<file path="src/cfs_pkg.sv">
// Constants for the converter fault supervisor.
// Assumes a single 25 MHz switching clock.
package cfs_pkg;
  localparam int unsigned CLK_HZ          = 25_000_000;
  localparam int unsigned DELAY_MS        = 100;
  localparam int unsigned DELAY_CYCLES    = (CLK_HZ / 1000) * DELAY_MS;
  localparam int unsigned CLR_FIELD_W     = 5;
  localparam logic [4:0]  CLR_FIELD_VALUE = 5'h00;
  localparam logic [7:0]  CTRL0_RESET     = 8'h00;
  localparam int unsigned CTRL0_W         = 8;
endpackage

</file>
<file path="src/cfs_supervisor.sv">
// Fault supervision logic for the high-voltage boost, inverting and LED driver channels.
// Assumes comparator fault inputs are asynchronous levels and the clock is the switching clock.
`timescale 1ns/1ps

// Notes on behaviour
// - A boost low-side over-current turns off both switches for the cycle and shuts the unit down if it lasts 100 ms.
// - After soft-start a low boost feedback turns off both boost switches and shuts the unit down after 100 ms.
// - An inverting high-side over-current turns off that switch for the cycle and shuts the unit down if it lasts 100 ms.
// - An LED low-side over-current turns off both switches for the cycle and shuts the unit down if it lasts 100 ms.
// - An LED output overvoltage latches off the LED channel until main-supply reset with a zero write to field 4:0.
// - Latched shutdowns clear only on main-supply power reset or group enable low.
// - Control register zero returns to its default once group enable is low and the unit is fully shut down.
module cfs_supervisor #(
  parameter int unsigned DELAY_CYCLES = cfs_pkg::DELAY_CYCLES
) (
  input  wire logic                        clk,               // 25 MHz switching clock
  input  wire logic                        srst,              // Synchronous reset, high
  input  wire logic                        main_supply_por,   // Main-supply power reset pulse/level
  input  wire logic                        group_enable_pin,  // Group enable, low clears latches
  input  wire logic                        hv_boost_ocp,      // Boost low-side current above limit
  input  wire logic                        hv_boost_fb_low,   // Boost feedback below threshold
  input  wire logic                        hv_boost_ss_done,  // Boost soft-start has ended
  input  wire logic                        inv_ocp,           // Inverting high-side current above limit
  input  wire logic                        led_ocp,           // LED low-side current above limit
  input  wire logic                        led_ovp,           // LED output rail overvoltage
  input  wire logic                        ctrl0_wr,          // Write strobe for control register zero
  input  wire logic [cfs_pkg::CTRL0_W-1:0] ctrl0_wdata,       // Write data for control register zero
  input  wire logic                        unit_off,          // Converter unit fully shut down
  output logic                             hv_boost_sw_off,   // Boost both switches off
  output logic                             inv_sw_off,        // Inverting high-side switch off
  output logic                             led_sw_off,        // LED both switches off
  output logic                             led_latched_off,   // LED channel latched off
  output logic                             unit_shutdown,     // Latched converter unit shutdown
  output logic [cfs_pkg::CTRL0_W-1:0]      ctrl0_q            // Control register zero
);
  import cfs_pkg::*;

  // Refuse parameter values that the counters and the clear-field compare cannot serve
  if (DELAY_CYCLES < 1) begin : g_bad_delay
    $error("DELAY_CYCLES must be at least one");
  end
  if (CLR_FIELD_W < 1 || CLR_FIELD_W > CTRL0_W) begin : g_bad_field
    $error("clear field must fit inside control register zero");
  end

  localparam int unsigned   NF            = 6;
  localparam int unsigned   CW            = $clog2(DELAY_CYCLES + 1);
  localparam logic [CW-1:0] CMAX          = CW'(DELAY_CYCLES);
  localparam int unsigned   IDX_BOOST_OCP = 0;
  localparam int unsigned   IDX_BOOST_FB  = 1;
  localparam int unsigned   IDX_INV_OCP   = 2;
  localparam int unsigned   IDX_LED_OCP   = 3;
  localparam int unsigned   IDX_LED_OVP   = 4;
  localparam int unsigned   IDX_BOOST_SS  = 5;

  logic [NF-1:0] fault_raw;
  logic [NF-1:0] meta_reg;
  logic [NF-1:0] sync_reg;
  logic          boost_ocp_s;
  logic          boost_fb_low_s;
  logic          inv_ocp_s;
  logic          led_ocp_s;
  logic          led_ovp_s;
  logic          boost_ss_done_s;
  logic          clear_all;
  logic          boost_uv;
  logic [2:0]    timer_fault;
  logic [2:0]    expired;
  logic          clr_write_zero;
  logic          led_latch_clear;
  logic          ctrl0_default_now;
  logic          led_clr_arm_reg;
  logic          main_por_seen_reg;

  // Timer grouping: boost over-current and undervoltage share one timer, either keeps it counting
  function automatic logic [2:0] timer_faults(
    input logic boost_ocp_in,
    input logic boost_uv_in,
    input logic inv_ocp_in,
    input logic led_ocp_in
  );
    logic [2:0] f;
    f    = 3'b000;
    f[0] = boost_ocp_in | boost_uv_in;
    f[1] = inv_ocp_in;
    f[2] = led_ocp_in;
    return f;
  endfunction

  // True when the written value clears the LED overvoltage field
  function automatic logic clear_field_zero(input logic [CTRL0_W-1:0] wdata);
    return wdata[CLR_FIELD_W-1:0] == CLR_FIELD_VALUE;
  endfunction

  assign fault_raw = {hv_boost_ss_done, led_ovp, led_ocp, inv_ocp, hv_boost_fb_low, hv_boost_ocp};

  // Two-flop synchronisers on all comparator inputs; only the second rank is read
  always_ff @(posedge clk) begin
    if (srst) begin
      meta_reg <= '0;
      sync_reg <= '0;
    end else begin
      meta_reg <= fault_raw;
      sync_reg <= meta_reg;
    end
  end

  // Fault indications by name
  assign boost_ocp_s     = sync_reg[IDX_BOOST_OCP];
  assign boost_fb_low_s  = sync_reg[IDX_BOOST_FB];
  assign inv_ocp_s       = sync_reg[IDX_INV_OCP];
  assign led_ocp_s       = sync_reg[IDX_LED_OCP];
  assign led_ovp_s       = sync_reg[IDX_LED_OVP];
  assign boost_ss_done_s = sync_reg[IDX_BOOST_SS];

  // Clears act on the pins directly, so a clear is never delayed behind the synchronisers
  assign clear_all         = main_supply_por | ~group_enable_pin;
  // Boost undervoltage only counts once soft-start has ended
  assign boost_uv          = boost_fb_low_s & boost_ss_done_s;
  assign timer_fault       = timer_faults(boost_ocp_s, boost_uv, inv_ocp_s, led_ocp_s);
  assign clr_write_zero    = ctrl0_wr & clear_field_zero(ctrl0_wdata);
  assign led_latch_clear   = ~group_enable_pin | led_clr_arm_reg;
  assign ctrl0_default_now = ~group_enable_pin & unit_off;

  // Boost: both switches off for the cycle, resumes when the indication drops
  always_ff @(posedge clk) begin
    if (srst) begin
      hv_boost_sw_off <= 1'b0;
    end else begin
      hv_boost_sw_off <= boost_ocp_s | boost_uv | unit_shutdown;
    end
  end

  // Inverting: only the high-side switch is turned off
  always_ff @(posedge clk) begin
    if (srst) begin
      inv_sw_off <= 1'b0;
    end else begin
      inv_sw_off <= inv_ocp_s | unit_shutdown;
    end
  end

  // LED: both switches off on over-current, and held off while overvoltage is latched
  always_ff @(posedge clk) begin
    if (srst) begin
      led_sw_off <= 1'b0;
    end else begin
      led_sw_off <= led_ocp_s | led_ovp_s | led_latched_off | unit_shutdown;
    end
  end

  // Delay timers: boost faults, inverting over-current, LED over-current
  // Each counter saturates at the delay so expiry stays high while the fault remains
  genvar g;
  generate
    for (g = 0; g < 3; g++) begin : g_tmr
      logic [CW-1:0] cnt_reg;
      always_ff @(posedge clk) begin
        if (srst || clear_all || !timer_fault[g]) begin
          cnt_reg <= '0;
        end else if (cnt_reg != CMAX) begin
          cnt_reg <= cnt_reg + CW'(1);
        end
      end
      assign expired[g] = (cnt_reg == CMAX);
    end
  endgenerate

  // Latched unit shutdown
  // Set wins over a clear in the same cycle so an expiry is never lost
  always_ff @(posedge clk) begin
    if (srst) begin
      unit_shutdown <= 1'b0;
    end else if (|expired) begin
      unit_shutdown <= 1'b1;
    end else if (clear_all) begin
      unit_shutdown <= 1'b0;
    end
  end

  // LED overvoltage latch: clears on group enable low, or main-supply reset plus zero write
  // Remembers a main-supply reset until the zero write uses it or the latch is already clear
  always_ff @(posedge clk) begin
    if (srst) begin
      main_por_seen_reg <= 1'b0;
    end else if (main_supply_por) begin
      main_por_seen_reg <= 1'b1;
    end else if (!led_latched_off || led_clr_arm_reg) begin
      main_por_seen_reg <= 1'b0;
    end
  end

  always_ff @(posedge clk) begin
    if (srst) begin
      led_clr_arm_reg <= 1'b0;
    end else begin
      led_clr_arm_reg <= clr_write_zero && (main_por_seen_reg || main_supply_por);
    end
  end

  // Overvoltage still present beats a clear, so the channel cannot restart into the fault
  always_ff @(posedge clk) begin
    if (srst) begin
      led_latched_off <= 1'b0;
    end else if (led_ovp_s) begin
      led_latched_off <= 1'b1;
    end else if (led_latch_clear) begin
      led_latched_off <= 1'b0;
    end
  end

  // Control register zero storage
  // A write in the same cycle as the default condition is dropped, the default wins
  always_ff @(posedge clk) begin
    if (srst) begin
      ctrl0_q <= CTRL0_RESET;
    end else if (ctrl0_default_now) begin
      ctrl0_q <= CTRL0_RESET;
    end else if (ctrl0_wr) begin
      ctrl0_q <= ctrl0_wdata;
    end
  end
endmodule

</file>
<file path="config.mk">
export PLATFORM = sky130hd
export DESIGN_NAME = cfs_supervisor
export DESIGN_NICKNAME = d
export VERILOG_FILES = /design/src/cfs_pkg.sv /design/src/cfs_supervisor.sv
export SDC_FILE = /design/constraint.sdc
export NUM_CORES = 1
export LEC_CHECK = 0
export BUFFER_PORTS_ARGS = -buffer_cell sky130_fd_sc_hd__buf_2
export CAP_MARGIN = 20
export CELL_PAD_IN_SITES_DETAIL_PLACEMENT = 0
export CELL_PAD_IN_SITES_GLOBAL_PLACEMENT = 1
export CORE_AREA = 2 2 104 106
export DETAILED_ROUTE_END_ITERATION = 10
export DIE_AREA = 0 0 106 108
export HOLD_SLACK_MARGIN = 0.03
export PLACE_DENSITY = 0.81
export SLEW_MARGIN = 10
export SYNTH_ARGS = -nofsm -noshare
export SYNTH_HDL_FRONTEND = slang
export SYNTH_SLANG_ARGS = --single-unit
</file>
<file path="constraint.sdc">
create_clock -name clk -period 2.1 [get_ports clk]
set_clock_uncertainty 0.1 [all_clocks]
set_input_delay 0.42 -clock clk [delete_from_list [all_inputs] [get_ports clk]]
set_output_delay 0.42 -clock clk [all_outputs]
set_load 0.02 [all_outputs]
</file>
## Yosys cells after proc, flatten, opt, wreduce, memory -nomap -nowiden

Index checks and enable logic that the tools add are counted.

- $add $sub $neg: 3
- Eq/ne operators: 6
- Multiplexer cells: 6
- Bitwise gates (word level): 12
- Reductions and logical operators: 17

Operators with widths:

| kind | count |
|---|---|
| $add A22 B1 Y22 const B | 3 |
| $eq A22 B22 Y1 const B | 3 |
| $ne A22 B22 Y1 const B | 3 |
| $or A1 B1 Y1 | 8 |
| $logic_or A1 B1 Y1 | 6 |
| $mux W1 | 6 |
| $reduce_bool A2 Y1 | 3 |
| $logic_not A5 Y1 | 1 |
| $logic_not A1 Y1 | 4 |
| $and A1 B1 Y1 | 3 |
| $reduce_or A3 Y1 | 1 |
| $reduce_or A2 Y1 | 1 |
| $logic_and A1 B1 Y1 | 1 |
| $not A1 Y1 | 1 |

- Register bits: 93
- Input bits: 20

## Logic depth before layout (Yosys ltp)

- Word-level depth: 4
- Depth in mapped cells: 6

## Worst setup path before layout

Ideal clock, no wire load.

- Path type: register -> register
- Start point: register g_tmr[2].cnt_reg[1]
- End point: register g_tmr[2].cnt_reg[20]
- Setup time: 0.070 ns
- Data arrival time: 1.880 ns
- Data required time: 1.930 ns
- Setup slack: 0.050 ns
- Stages on the path, launching flop included: 7
- Clock period less this slack: 2.050 ns
- Cells stage by stage: dfxtp_1 -> ha_1 -> nand2_1 -> or4_1 -> buf_2 -> or4_1 -> a21oi_1

- Word-level cells in the longest chain between the ends: 1

Ends and longest elaborated chain:

| element | RTL line | source |
|---|---|---|
| start: declaration | cfs_supervisor.sv:157 | `logic [CW-1:0] cnt_reg;` |
| start signal: assignment | cfs_supervisor.sv:162 | `cnt_reg <= cnt_reg + CW'(1);` |
| $add A22 B1 Y22 or $ne A22 B22 Y1 (tied branches) | cfs_supervisor.sv:162, cfs_supervisor.sv:161 |  |

Several ways; a longest one is shown, not always the timed one.
A chain may end at the register's enable or synchronous reset.

## Worst setup path after layout

- Start point: register g_tmr[2].cnt_reg[1]
- End point: register g_tmr[2].cnt_reg[19]

The elaborated chain is that of the path after synthesis.

==> out/qor.csv <==
metric,value,unit
share of layout cells above drive strength 1,17.2,%
"commonest non-fill, non-tap cell in the layout",dfxtp_1,
R2R setup slack,0.09,ns
worst min-delay path endpoint,led_clr_arm_reg,
hold path cells,2,
Critical Path RT,2.29,ns
Setup TNS,0,ns
Adder-Cell Fraction of Synth Area,1.80,%
Die ar.,0.0114,mm2
syn_nets,507,
CTS Buf Count,9,
Max VDD drop,290,uV
Synth cell types,48,
R2R depth,5,
Compound-Gate Fraction of Synth Area,11.6,%
Rows,37,
Initial Utilization,40.7,%
Max Root-Sink Buffers,2,
TritonRoute pass-1 iters,4,
setup violators final,0,
global-route usage over all layers,16.6,%
RR Startpoint,g_tmr[2].cnt_reg[1],
ant diodes,0,
Setup crit start kind,register,
average routed wire per standard cell,13.0,um
via density per instance,5.30,
largest family of logic cells by synthesized area,simple AND/OR/NAND/NOR gates,
simple-gate share of the synthesized area,30.6,%
CP arrival,2.20,ns
most frequent cells in the layout,"92 x dfxtp_1, 45 x nor2_1, 39 x a21oi_1",
first-pass GRT wire length,15.4,mm
# IOs,33,
pwr/cell area,640,mW/mm2
Die X-Extent,106,um
die span in y,108,um
initial antenna violation count,0,
worst hold path startpoint,ctrl0_wdata[1],
"Seq/Total Area, Yosys",44.7,%
gp weighted congestion,0.803,
# H-tree levels,3,
Root Driver,clkbuf_8,
largest net degree at the start of global routing,22,
HPWL Detailed,6.43,mm
grt ovf,0,
Crit Path Max Fanout,9,
post-synthesis cell area,0.00417,mm2
number of DRC markers in iteration 0,204,
Ys Warns,0,
reg2reg end,g_tmr[2].cnt_reg[19],
number of global-route vias before repair,3428,
main flop type after synthesis,dfxtp_1,
DRC,0,
Routed WL,8.80,mm
mux contribution to synthesized area,2.40,%
fin. max-slew vios,0,
layout overhead on the synthesized area,16.7,%
xor/xnor cell area share of the yosys netlist,5.25,%
port buffer count,32,
CTS tree,yes,
crit path kind,register to register,
leak pwr,1.64,nW
Avg Inst Size Synth,8.66,um2
clk_lat worst skew,0.37,ns
CP Capture Type,register,
Post-synth EDFFs,0,
clock sink count,93,
RSZ-0062 raised after global routing,no,
status,"complete, no violations",
CTS resizes,0,
Max-Cap Viols,0,
# nets final,562,
Synth Instances,481,
worst setup margin,0.0878,ns
Synth async-reset ratio,0,%
final worst-path cycle share,95.8,%
postcts setup bufs,0,
Min-Delay Path Class,input port to register,
final hold viol count,0,
Core ar.,0.0102,mm2
Rel. slew slack,69.2,%
shortest period the worst path allows,2.01,ns
worst slew pin tran,0.461,ns
max reg flops,66,
"Reg clk slew, reported paths",0.09,ns
Via Count,3586,
antenna-violating nets left,0,
pre-CTS setup slack,0.0889,ns
Seq cells post-synth,93,
FMAX,0.497,GHz
# hold bufs at CTS,0,
==> kinds of logic (layout without fill, tap and decap cells) <==
logic type | Yosys count | in the layout
simple gates | 225 | 225
flops | 93 | 93
compound gates | 84 | 84
buf+inv | 38 | 98
xor+xnor | 25 | 25
mux | 10 | 10
fa+ha+maj | 6 | 6
==> through the flow <==
stage	util (%)	hold slack (ns)	instances	area (um2)	total power, W
floorplan	-	0.314	481	4170	0.00189
global placement	45.5	0.321	661	4660	0.00193
detailed placement	45.5	0.326	661	4660	0.00194
CTS	47.5	0.129	677	4860	0.00315
global route	47.5	0.131	677	4860	0.00324
finish	47.5	0.140	677	4860	0.00311
==> how the worst max path moves through the flow <==
stage                     slack (ns)           startpoint              endpoint  cells past startpoint
final                           0.09  g_tmr[2].cnt_reg[1]  g_tmr[2].cnt_reg[19]                      5
after CTS                       0.07  g_tmr[1].cnt_reg[0]  g_tmr[1].cnt_reg[18]                      5
after detailed placement        0.09  g_tmr[1].cnt_reg[0]  g_tmr[1].cnt_reg[18]                      5
after global routing           0.002  g_tmr[2].cnt_reg[4]  g_tmr[2].cnt_reg[20]                      4
after floorplan                 0.05  g_tmr[2].cnt_reg[1]  g_tmr[2].cnt_reg[20]                      6
after global placement          0.11      main_supply_por   g_tmr[1].cnt_reg[9]                      5
==> critical path: stages (launching register included) <==
cell and delay, ns:
dfxtp_1 0.34, buf_4 0.14, nand3_1 0.16, or4_4 0.51
or4_1 0.52, a21oi_1 0.16
==> report_power, final <==
group,leakage (nW),switching (W),internal [W],total (W)
sequential,0.754,0.0000102,0.00178,0.00180
clock,0.0959,0.000634,0.000585,0.00122
combinational,0.788,0.0000551,0.0000429,0.0000980
==> area by class of cell <==
type | instances | area, um2
Fill cell | 989 | 5370
Multi-Input combinational cell | 350 | 2160
Sequential cell | 93 | 1860
Timing Repair Buffer | 62 | 398
Tap cell | 136 | 170
Clock buffer | 11 | 141
Inverter | 20 | 75.1
Clock inverter | 5 | 58.8
==> synth_stat cells (12+ instances only) <==
cell type,n,area share [%]
nand2_1,28,2.5
inv_1,20,1.8
dfxtp_1,93,45
o21ai_0,22,2.6
a21oi_1,39,4.7
xnor2_1,12,2.5
xor2_1,13,2.7
nor2b_1,16,2.4
nor3_1,16,1.9
or3_1,15,2.3
clkbuf_1,15,1.4
nor2_1,45,4.1
nand4_1,20,3.0
or4_1,14,2.5
nand3_1,21,2.5
==> routing by layer <==
| layer | track usage, % | up-vias | part of all wire (%) |
|---|---|---|---|
| met3 | 3.56 | 11 | 4.0 |
| met2 | 27.1 | 66 | 45 |
| met4 | 6.30 | 0 | 1.5 |
| met1 | 21.6 | 1674 | 50 |
| met5 | 0 | - | 0 |
| li1 | - | 1835 | - |
Note: power is estimated with default switching activity, not from simulation.
